--- src/phe_pkg.sv ---
// Constants and carrier types for the parity and Hamming block
`default_nettype none

package phe_pkg;

    // ------------------------------------------------------------
    // Parity unit and cascade sizes
    // ------------------------------------------------------------
    localparam int PAR_UNIT_W = 12;
    localparam int PAR_TREE_LEAVES = 16;
    localparam int CASC_W_DEF = 23;

    // ------------------------------------------------------------
    // Hamming configurations: total, check and data bits
    // ------------------------------------------------------------
    localparam int H_M3_TOTAL = 7;
    localparam int H_M3_DATA = 4;
    localparam int H_M4_TOTAL = 15;
    localparam int H_M4_DATA = 11;
    localparam int H_M5_TOTAL = 31;
    localparam int H_M5_DATA = 26;
    localparam int H7_CHK = 3;
    localparam int H7_OVP_POS = 7;
    localparam int HW_CHK = 5;
    localparam int HW_DATA = 20;
    localparam int HW_CODE = 25;
    localparam int HW_ONEHOT = 32;

    // ------------------------------------------------------------
    // Reset values
    // ------------------------------------------------------------
    localparam logic RST_TOGGLE = 1'h0;
    localparam logic RST_ODD_OUT = 1'h0;
    localparam logic RST_EVEN_OUT = 1'h1;

    // ------------------------------------------------------------
    // Carrier types
    // ------------------------------------------------------------
    typedef struct packed {
        logic clr;
        logic valid;
        logic data;
        logic last;
    } phe_ser_s;

    typedef struct packed {
        logic [3:0] data;
        logic [2:0] syn;
        logic single;
        logic double;
    } phe_h7_res_s;

    typedef struct packed {
        logic [HW_DATA-1:0] data;
        logic [HW_CHK-1:0] syn;
        logic fixed;
        logic bad;
    } phe_hw_res_s;

endpackage

`default_nettype wire

--- src/phe_top.sv ---
// Parity generators, checkers and Hamming encoders/decoders
`default_nettype none

// ----------------------------------------------------------------
// Parity tree unit: modulo-two sum of up to twelve inputs
// ----------------------------------------------------------------
module phe_par_unit (
    input wire logic [phe_pkg::PAR_UNIT_W-1:0] bits_in,
    output logic odd_out
);
    localparam int L = phe_pkg::PAR_TREE_LEAVES;
    logic [2*L-2:0] node;

    // Leaves padded with four zeros, which leaves parity intact
    assign node[2*L-2:L-1] = {{(L-phe_pkg::PAR_UNIT_W){1'b0}}, bits_in};

    // Heap-ordered XOR stages, four levels deep
    genvar i;
    generate
        for (i = 0; i < L - 1; i++) begin : g_stage
            assign node[i] = node[2*i+1] ^ node[2*i+2];
        end
    endgenerate

    assign odd_out = node[0]; // High on odd count of ones
endmodule

// ----------------------------------------------------------------
// Top level
// ----------------------------------------------------------------
module phe_top #(
    parameter int CASC_W = phe_pkg::CASC_W_DEF
) (
    input wire logic CLK_IN,
    input wire logic SRST_IN,
    input wire logic EVEN_MODE_IN,
    input wire logic [phe_pkg::PAR_UNIT_W-1:0] PAR_DATA_IN,
    output logic PAR_ODD_OUT,
    output logic PAR_EVEN_OUT,
    input wire logic [CASC_W-1:0] CASC_DATA_IN,
    output logic CASC_ODD_OUT,
    output logic CASC_EVEN_OUT,
    input wire phe_pkg::phe_ser_s TX_S_IN,
    output logic TX_SER_OUT,
    output logic TX_SER_VLD_OUT,
    output logic TX_PAR_SLOT_OUT,
    input wire phe_pkg::phe_ser_s RX_S_IN,
    output logic RX_DONE_OUT,
    output logic RX_PAR_ERR_OUT,
    input wire logic [3:0] H7_DATA_IN,
    output logic [phe_pkg::H7_OVP_POS:0] H7_CODE_OUT,
    input wire logic [phe_pkg::H7_OVP_POS:0] H7_RCV_IN,
    input wire logic H7_OVP_EN_IN,
    input wire logic H7_ALT_IN,
    output phe_pkg::phe_h7_res_s H7_RES_OUT,
    input wire logic [phe_pkg::HW_DATA-1:0] HW_DATA_IN,
    output logic [phe_pkg::HW_CODE-1:0] HW_CODE_OUT,
    input wire logic [phe_pkg::HW_CODE-1:0] HW_RCV_IN,
    output phe_pkg::phe_hw_res_s HW_RES_OUT
);

    // ------------------------------------------------------------
    // Elaboration checks
    // ------------------------------------------------------------
    localparam int UW = phe_pkg::PAR_UNIT_W;

    // Second unit takes the first unit's parity plus up to eleven bits
    generate
        if (CASC_W <= UW || CASC_W > 2 * UW - 1) begin : g_bad_casc
            $error("CASC_W must lie between 13 and 23");
        end
        if (phe_pkg::HW_CODE - phe_pkg::HW_DATA != phe_pkg::HW_CHK ||
            phe_pkg::HW_CODE > phe_pkg::H_M5_TOTAL ||
            phe_pkg::HW_DATA > phe_pkg::H_M5_DATA) begin : g_bad_hw
            $error("Wide code exceeds the five check bit size");
        end
        if (phe_pkg::H7_OVP_POS != phe_pkg::H_M3_TOTAL ||
            phe_pkg::H_M3_DATA + phe_pkg::H7_CHK !=
            phe_pkg::H_M3_TOTAL ||
            phe_pkg::H_M4_DATA + 4 != phe_pkg::H_M4_TOTAL) begin : g_bad_h7
            $error("Seven bit code sizing mismatch");
        end
    endgenerate

    // ------------------------------------------------------------
    // Functions for the Hamming paths
    // ------------------------------------------------------------

    // Odd-parity check bits, data d[3:0]
    function automatic logic [2:0] h7_chk(input logic [3:0] d);
        h7_chk[0] = ~(d[0] ^ d[1] ^ d[3]);
        h7_chk[1] = ~(d[0] ^ d[2] ^ d[3]);
        h7_chk[2] = ~(d[1] ^ d[2] ^ d[3]);
    endfunction

    // Wide code: check bits at powers of two, data fills the rest
    function automatic logic [phe_pkg::HW_CODE-1:0] hw_enc(
        input logic [phe_pkg::HW_DATA-1:0] d);
        logic [phe_pkg::HW_CODE-1:0] c;
        int j;
        c = '0;
        j = 0;
        for (int p = 1; p <= phe_pkg::HW_CODE; p++) begin
            if ((p & (p - 1)) != 0) begin
                c[p-1] = d[j];
                j++;
            end
        end
        for (int k = 0; k < phe_pkg::HW_CHK; k++) begin
            c[(1 << k) - 1] = 1'b1; // Odd parity seed
            for (int p = 1; p <= phe_pkg::HW_CODE; p++) begin
                if (((p >> k) & 1) == 1 && p != (1 << k)) begin
                    c[(1 << k) - 1] = c[(1 << k) - 1] ^ c[p-1];
                end
            end
        end
        return c;
    endfunction

    // Extract the data bits from a wide code word
    function automatic logic [phe_pkg::HW_DATA-1:0] hw_data(
        input logic [phe_pkg::HW_CODE-1:0] c);
        logic [phe_pkg::HW_DATA-1:0] d;
        int j;
        d = '0;
        j = 0;
        for (int p = 1; p <= phe_pkg::HW_CODE; p++) begin
            if ((p & (p - 1)) != 0) begin
                d[j] = c[p-1];
                j++;
            end
        end
        return d;
    endfunction

    // ------------------------------------------------------------
    // Parallel parity: single unit and cascade
    // ------------------------------------------------------------
    logic unit_odd;
    logic casc_lo_odd;
    logic casc_odd;
    logic [UW-1:0] casc_hi_bits;

    phe_par_unit u_par (
        .bits_in(PAR_DATA_IN),
        .odd_out(unit_odd)
    );

    phe_par_unit u_casc_lo (
        .bits_in(CASC_DATA_IN[UW-1:0]),
        .odd_out(casc_lo_odd)
    );

    // Low unit's parity feeds an input of the high unit
    assign casc_hi_bits = {{(2 * UW - 1 - CASC_W){1'b0}},
                           CASC_DATA_IN[CASC_W-1:UW], casc_lo_odd};

    phe_par_unit u_casc_hi (
        .bits_in(casc_hi_bits),
        .odd_out(casc_odd)
    );

    // Even outputs come from the odd result through an inverter
    always_ff @(posedge CLK_IN) begin
        if (SRST_IN) begin
            PAR_ODD_OUT <= phe_pkg::RST_ODD_OUT;
            PAR_EVEN_OUT <= phe_pkg::RST_EVEN_OUT;
            CASC_ODD_OUT <= phe_pkg::RST_ODD_OUT;
            CASC_EVEN_OUT <= phe_pkg::RST_EVEN_OUT;
        end else begin
            PAR_ODD_OUT <= unit_odd;
            PAR_EVEN_OUT <= ~unit_odd;
            CASC_ODD_OUT <= casc_odd;
            CASC_EVEN_OUT <= ~casc_odd;
        end
    end

    // ------------------------------------------------------------
    // Serial parity generator
    // ------------------------------------------------------------
    logic tx_tog_reg;
    logic tx_pend_reg;
    logic tx_tog_next;
    logic tx_take;

    // Bits offered in the parity slot are ignored, never merged
    assign tx_take = TX_S_IN.valid && !tx_pend_reg;
    assign tx_tog_next = tx_tog_reg ^ (tx_take && TX_S_IN.data);

    // Toggle per one; clear on word start or after parity
    always_ff @(posedge CLK_IN) begin
        if (SRST_IN) begin
            tx_tog_reg <= phe_pkg::RST_TOGGLE;
        end else if (tx_pend_reg) begin
            tx_tog_reg <= phe_pkg::RST_TOGGLE;
        end else if (TX_S_IN.clr) begin
            tx_tog_reg <= TX_S_IN.valid & TX_S_IN.data;
        end else begin
            tx_tog_reg <= tx_tog_next;
        end
    end

    // Serial output: data bits, then the trailing parity bit
    always_ff @(posedge CLK_IN) begin
        if (SRST_IN) begin
            tx_pend_reg <= 1'b0;
            TX_SER_OUT <= 1'b0;
            TX_SER_VLD_OUT <= 1'b0;
            TX_PAR_SLOT_OUT <= 1'b0;
        end else begin
            tx_pend_reg <= tx_take && TX_S_IN.last;
            TX_PAR_SLOT_OUT <= tx_pend_reg;
            TX_SER_VLD_OUT <= tx_take || tx_pend_reg;
            if (tx_pend_reg) begin
                // Odd mode inverts the count so the total is odd
                TX_SER_OUT <= tx_tog_reg ^ ~EVEN_MODE_IN;
            end else begin
                TX_SER_OUT <= tx_take && TX_S_IN.data;
            end
        end
    end

    // ------------------------------------------------------------
    // Serial parity checker
    // ------------------------------------------------------------
    logic rx_tog_reg;
    logic rx_tog_next;

    // Clear on word start so the first bit counts from zero
    assign rx_tog_next = (RX_S_IN.clr ? phe_pkg::RST_TOGGLE : rx_tog_reg)
                         ^ (RX_S_IN.valid && RX_S_IN.data);

    // Toggle over all received bits, parity bit included
    always_ff @(posedge CLK_IN) begin
        if (SRST_IN) begin
            rx_tog_reg <= phe_pkg::RST_TOGGLE;
        end else if (RX_S_IN.valid && RX_S_IN.last) begin
            rx_tog_reg <= phe_pkg::RST_TOGGLE;
        end else begin
            rx_tog_reg <= rx_tog_next;
        end
    end

    // Verdict only once the parity bit is
    always_ff @(posedge CLK_IN) begin
        if (SRST_IN) begin
            RX_DONE_OUT <= 1'b0;
            RX_PAR_ERR_OUT <= 1'b0;
        end else begin
            RX_DONE_OUT <= RX_S_IN.valid && RX_S_IN.last;
            if (RX_S_IN.valid && RX_S_IN.last) begin
                // Any single flip breaks the expected count
                RX_PAR_ERR_OUT <= rx_tog_next ^ ~EVEN_MODE_IN;
            end
        end
    end

    // ------------------------------------------------------------
    // Seven-bit Hamming encoder
    // ------------------------------------------------------------
    logic [2:0] enc_chk;
    logic [phe_pkg::H7_OVP_POS-1:0] enc_code;

    assign enc_chk = h7_chk(H7_DATA_IN);
    // Order c0 c1 d0 c2 d1 d2 d3 from bit 0 upward
    assign enc_code = {H7_DATA_IN[3:1], enc_chk[2], H7_DATA_IN[0],
                       enc_chk[1:0]};

    // Overall odd-parity bit sits above the seven code bits
    always_ff @(posedge CLK_IN) begin
        if (SRST_IN) begin
            H7_CODE_OUT <= '0;
        end else begin
            H7_CODE_OUT <= {~(^enc_code), enc_code};
        end
    end

    // ------------------------------------------------------------
    // Seven-bit Hamming decoder
    // ------------------------------------------------------------
    logic [3:0] rd;
    logic [2:0] rc;
    logic [2:0] syn_direct;
    logic [2:0] syn_alt;
    logic [2:0] syn;
    logic [phe_pkg::H7_OVP_POS-1:0] flip;
    logic ovp_ok;
    phe_pkg::phe_h7_res_s h7_next;

    assign rd = {H7_RCV_IN[6:4], H7_RCV_IN[2]};
    assign rc = {H7_RCV_IN[3], H7_RCV_IN[1:0]};

    // Received check bits join the parity sums
    assign syn_direct[0] = ~(rc[0] ^ rd[0] ^ rd[1] ^ rd[3]);
    assign syn_direct[1] = ~(rc[1] ^ rd[0] ^ rd[2] ^ rd[3]);
    assign syn_direct[2] = ~(rc[2] ^ rd[1] ^ rd[2] ^ rd[3]);
    // Regenerated checks compared with received ones
    assign syn_alt = h7_chk(rd) ^ rc;
    assign syn = H7_ALT_IN ? syn_alt : syn_direct;
    // A correct word carries an odd count over all eight bits
    assign ovp_ok = ^H7_RCV_IN;

    // Classify and correct; syndrome names the bit position
    always_comb begin
        logic fix;
        fix = 1'b0;
        h7_next = '0;
        h7_next.syn = syn;
        if (!H7_OVP_EN_IN) begin
            // No double detection: a double error miscorrects
            fix = (syn != 3'h0);
            h7_next.single = fix;
        end else if (ovp_ok && syn != 3'h0) begin
            h7_next.double = 1'b1; // Left uncorrected
        end else if (!ovp_ok) begin
            // Zero syndrome here means the overall bit flipped
            fix = (syn != 3'h0);
            h7_next.single = 1'b1;
        end
        flip = '0;
        if (fix) begin
            flip[syn - 3'h1] = 1'b1;
        end
        h7_next.data = rd ^ {flip[6:4], flip[2]};
    end

    always_ff @(posedge CLK_IN) begin
        if (SRST_IN) begin
            H7_RES_OUT <= '0;
        end else begin
            H7_RES_OUT <= h7_next;
        end
    end

    // ------------------------------------------------------------
    // Wide Hamming encoder and corrector
    // ------------------------------------------------------------
    logic [phe_pkg::HW_CHK-1:0] hw_syn;
    logic [phe_pkg::HW_ONEHOT-1:0] hw_sel;
    logic [phe_pkg::HW_CODE-1:0] hw_fixed;
    phe_pkg::phe_hw_res_s hw_next;

    // Each syndrome bit covers positions with that address bit
    always_comb begin
        for (int k = 0; k < phe_pkg::HW_CHK; k++) begin
            hw_syn[k] = 1'b1;
            for (int p = 1; p <= phe_pkg::HW_CODE; p++) begin
                if (((p >> k) & 1) == 1) begin
                    hw_syn[k] = hw_syn[k] ^ HW_RCV_IN[p-1];
                end
            end
        end
    end

    // One-of-32 decode; line zero and lines past the code fix nothing
    assign hw_sel = phe_pkg::HW_ONEHOT'(1) << hw_syn;
    assign hw_fixed = HW_RCV_IN ^ hw_sel[phe_pkg::HW_CODE:1];

    always_comb begin
        hw_next.data = hw_data(hw_fixed);
        hw_next.syn = hw_syn;
        hw_next.fixed = (hw_syn != '0) &&
                        (hw_syn <= phe_pkg::HW_CHK'(phe_pkg::HW_CODE));
        // Positions above the code cannot be a single error
        hw_next.bad = (hw_syn > phe_pkg::HW_CHK'(phe_pkg::HW_CODE));
    end

    always_ff @(posedge CLK_IN) begin
        if (SRST_IN) begin
            HW_CODE_OUT <= '0;
            HW_RES_OUT <= '0;
        end else begin
            HW_CODE_OUT <= hw_enc(HW_DATA_IN);
            HW_RES_OUT <= hw_next;
        end
    end

endmodule

`default_nettype wire

--- config.mk ---
export PLATFORM = sky130hd
export DESIGN_NAME = phe_top
export DESIGN_NICKNAME = d
export VERILOG_FILES = /design/src/phe_pkg.sv /design/src/phe_top.sv
export SDC_FILE = /design/constraint.sdc
export NUM_CORES = 1
export LEC_CHECK = 0
export BUFFER_PORTS_ARGS = -buffer_cell sky130_fd_sc_hd__clkbuf_2
export CAP_MARGIN = 20
export CELL_PAD_IN_SITES_DETAIL_PLACEMENT = 1
export CELL_PAD_IN_SITES_GLOBAL_PLACEMENT = 2
export CORE_MARGIN = 10
export CORE_UTILIZATION = 27
export CTS_CLUSTER_SIZE = 40
export DETAILED_ROUTE_END_ITERATION = 8
export GPL_TIMING_DRIVEN = 1
export PLACE_DENSITY = 0.8
export SKIP_CTS_REPAIR_TIMING = 1
export SYNTH_ARGS = -nofsm -noshare
export SYNTH_HDL_FRONTEND = slang
export SYNTH_SLANG_ARGS = --single-unit
--- constraint.sdc ---
create_clock -name CLK_IN -period 3.38 [get_ports CLK_IN]
set_clock_uncertainty 0.05 [all_clocks]
set_input_delay 0.507 -clock CLK_IN [delete_from_list [all_inputs] [get_ports CLK_IN]]
set_output_delay 0.507 -clock CLK_IN [all_outputs]
set_load 0.05 [all_outputs]
==> results.py <==
metrics = {
    "timing": {
        "hold_viol": 0,
        "fin_tns_setup_ns": 0,
        "setup_viol": 0,
        "fmax_mhz": 386,
        "rsz0062_at_grt": "no",
        "slew_violations": 0,
        "layout_min_cycle_time_ns": 2.59,
        "max_slew.worst_pin.slew_ns": 0.681,
        "max_slew_margin_pct": 54.6,
        "fin_crit_sh_pct": 76.7,
    },
    "critical_path": {
        "crit_fanout": 9,
        "reg2reg_to": "RX_PAR_ERR_OUT",
        "r2r_start": "rx_tog_reg",
        "crit_path_end_kind": "register",
        "crit_type": "in2reg",
        "regToRegSetupSlack_ns": 2.27,
        "crit_arrival_ns": 2.79,
        "cp.required_ns": 3.58,
        "reg2reg_depth": 4,
        "startpoint_type": "input port",
    },
    "drt": {
        "drt_iter0_markers": 86,
        "drc": 0,
        "via_per_inst": 4.41,
        "num_vias": 3349,
        "ant_nets": 0,
        "drt-total-wl_um": 12000,
        "wl_per_cell_um": 15.8,
        "firstDrtPassIters": 4,
    },
    "power_and_ir_drop": {
        "ir_drop_mv": 0.260,
        "p_leak_uw": 0.00239,
        "power_uw": 3600,
        "power-per-cell-area_nw_per_um2": 677,
    },
    "logic_synthesis": {
        "synth_edf_count": 0,
        "synth_ff_type": "dfxtp_1",
        "synthTopCellsByCount": "xnor2_1, dfxtp_1",
        "synthArstFlopShare_pct": 0,
        "synth_nets": 494,
        "syn_area_um2": 3900,
        "yosys.cell_count.top_type": "xnor2_1",
        "synth_area_leaders": "dfxtp_1, xnor2_1, xor2_1",
        "synth_cell_types": 42,
        "yosysTopAreaCell": "dfxtp_1",
        "synth_top_area_share_pct": 41.5,
        "synth-seq-cells": 81,
        "synth.avg_cell_area_um2": 10.1,
        "syn_inst": 387,
        "yosys_warnings": 0,
        "ys_seq_area_share_pct": 41.5,
    },
    "global_routing": {
        "grt_usage_pct": 12.1,
        "overflow": 0,
        "grt_max_degree": 44,
        "grt_pass1_wl_um": 19600,
        "antenna_found_initial": 0,
        "grt_pass1_vias": 3753,
    },
    "floorplan": {
        "core_area_um2": 14000,
        "num_rows": 43,
        "ioPinCount": 183,
        "initial_utilization_pct": 27.8,
        "die_h_um": 140,
        "fp.dieW_um": 140,
        "die_area_um2": 19700,
    },
    "hold_path": {
        "hp-class": "in2reg",
        "min_to": "tx_pend_reg",
        "hold_start": "TX_S_IN[0]",
        "holdPathStages": 3,
    },
    "placed_design": {
        "place_inst": 744,
        "port_buffers": 181,
        "place_area_um2": 5040,
        "gp_congestion": 0.752,
        "dpl.hpwl_um": 10000,
    },
    "final_layout": {
        "reg_top3": "HW_RES_OUT (27), HW_CODE_OUT (25), H7_RES_OUT (9)",
        "largest_reg_flops": 27,
        "top_register": "HW_RES_OUT",
        "utilization_pct": 37.8,
        "nFillCells": 1658,
        "final_cell_area_um2": 5310,
        "finalNonFillerCells": 760,
        "final_layout_size_suffix_gt1_share_pct": 37.1,
        "antenna_cells": 0,
        "syn_to_final_growth_pct": 36.1,
        "nets": 682,
    },
    "outcome": {
        "status": "complete, no violations",
    },
    "clock_network": {
        "cts.clk_slew.worst_paths_ns": 0.06,
        "tritoncts": "yes",
        "cts_buffers": 9,
        "htreeDepth": 3,
        "cts_max_path_buffers": 2,
        "root_buffer": "clkbuf_16",
        "clkLatencyLatePin_ns": 0.33,
        "clock-sinks": 81,
    },
    "job": {
        "maxCapViolations": 0,
    },
}
## kinds of logic after synthesis
logic type	after synthesis	share of synthesized area, %
adders and majority gates	2	0.641
xor gates and xnor gates	127	32.3
buffers and inverters	15	1.47
and+or+nand+nor	101	14.6
DFF	81	41.5
muxes	5	1.28
AOI/OAI and AO/OA	56	8.21
## layout make-up
| class | count | area, µm² | share of cell area [%] |
|---|---|---|---|
| Multi-Input combinational cell | 291 | 2220 | 41.9 |
| Sequential cell | 81 | 1620 | 30.5 |
| Timing Repair Buffer | 187 | 951 | 17.9 |
| Clock buffer | 10 | 229 | 4.31 |
| Tap cell | 180 | 225 | 4.24 |
| Clock inverter | 6 | 43.8 | 0.824 |
| Inverter | 5 | 18.8 | 0.353 |
## metal layers
metal	up-vias	global-route usage (%)	share of wire, %
met1	1569	12.3	38
met5	-	0	0
met3	14	5.95	10
met4	0	3.91	1.2
li1	1657	-	-
met2	109	21.3	51
## worst max-delay path by stage
| stage | from | cells after the start | end |
|---|---|---|---|
| after floorplan | H7_RCV_IN[2] | 8 | H7_RES_OUT[8] |
| after global placement | HW_RCV_IN[21] | 7 | HW_RES_OUT[25] |
| after detailed placement | HW_RCV_IN[17] | 7 | HW_RES_OUT[20] |
| after CTS | HW_RCV_IN[21] | 7 | HW_RES_OUT[20] |
| after global routing | HW_RCV_IN[21] | 7 | HW_RES_OUT[17] |
| final | HW_RCV_IN[21] | 7 | HW_RES_OUT[20] |
## worst max-delay path: stages
cell      delay, ns
clkbuf_2       0.12
xnor2_1        0.31
xnor3_2        0.56
xnor2_2        0.25
or3b_2         0.54
or3_1          0.32
a21oi_1        0.17
## where the power goes
| part | total, µW | switching [µW] | internal, µW |
|---|---|---|---|
| combinational | 1570 | 1040 | 530 |
| clock | 904 | 403 | 500 |
| sequential | 1120 | 36.9 | 1090 |
| total | 3600 | 1480 | 2120 |
## metrics by stage
| stage | worst slack, ns | hold WS (ns) |
|---|---|---|
| final | 0.788 | 0.336 |
| after global routing | 0.605 | 0.342 |
| after CTS | 0.802 | 0.317 |
| after detailed placement | 0.463 | 0.485 |
| after global placement | 0.485 | 0.449 |
| after floorplan | 0.802 | 0.422 |
## cell usage in the layout (no fill, tap or decap), types with 2 or more instances in the layout
cell / n
xnor2_1: 91
or4_1: 3
nand3_1: 2
nand3b_1: 2
nor2b_1: 25
or3_1: 17
nand2_1: 5
a21oi_1: 25
o21ai_0: 19
clkinv_2: 2
clkbuf_2: 181
clkinv_4: 2
inv_1: 5
o31ai_1: 3
dfxtp_1: 81
and2_1: 5
buf_4: 6
xor2_1: 25
clkbuf_16: 9
nor3_1: 7
ha_1: 2
xnor2_2: 2
xnor3_2: 4
nor2_1: 25
mux2i_1: 5
nand2b_1: 2
xnor3_1: 4
No activity file was read; power rests on OpenSTA's default activity.
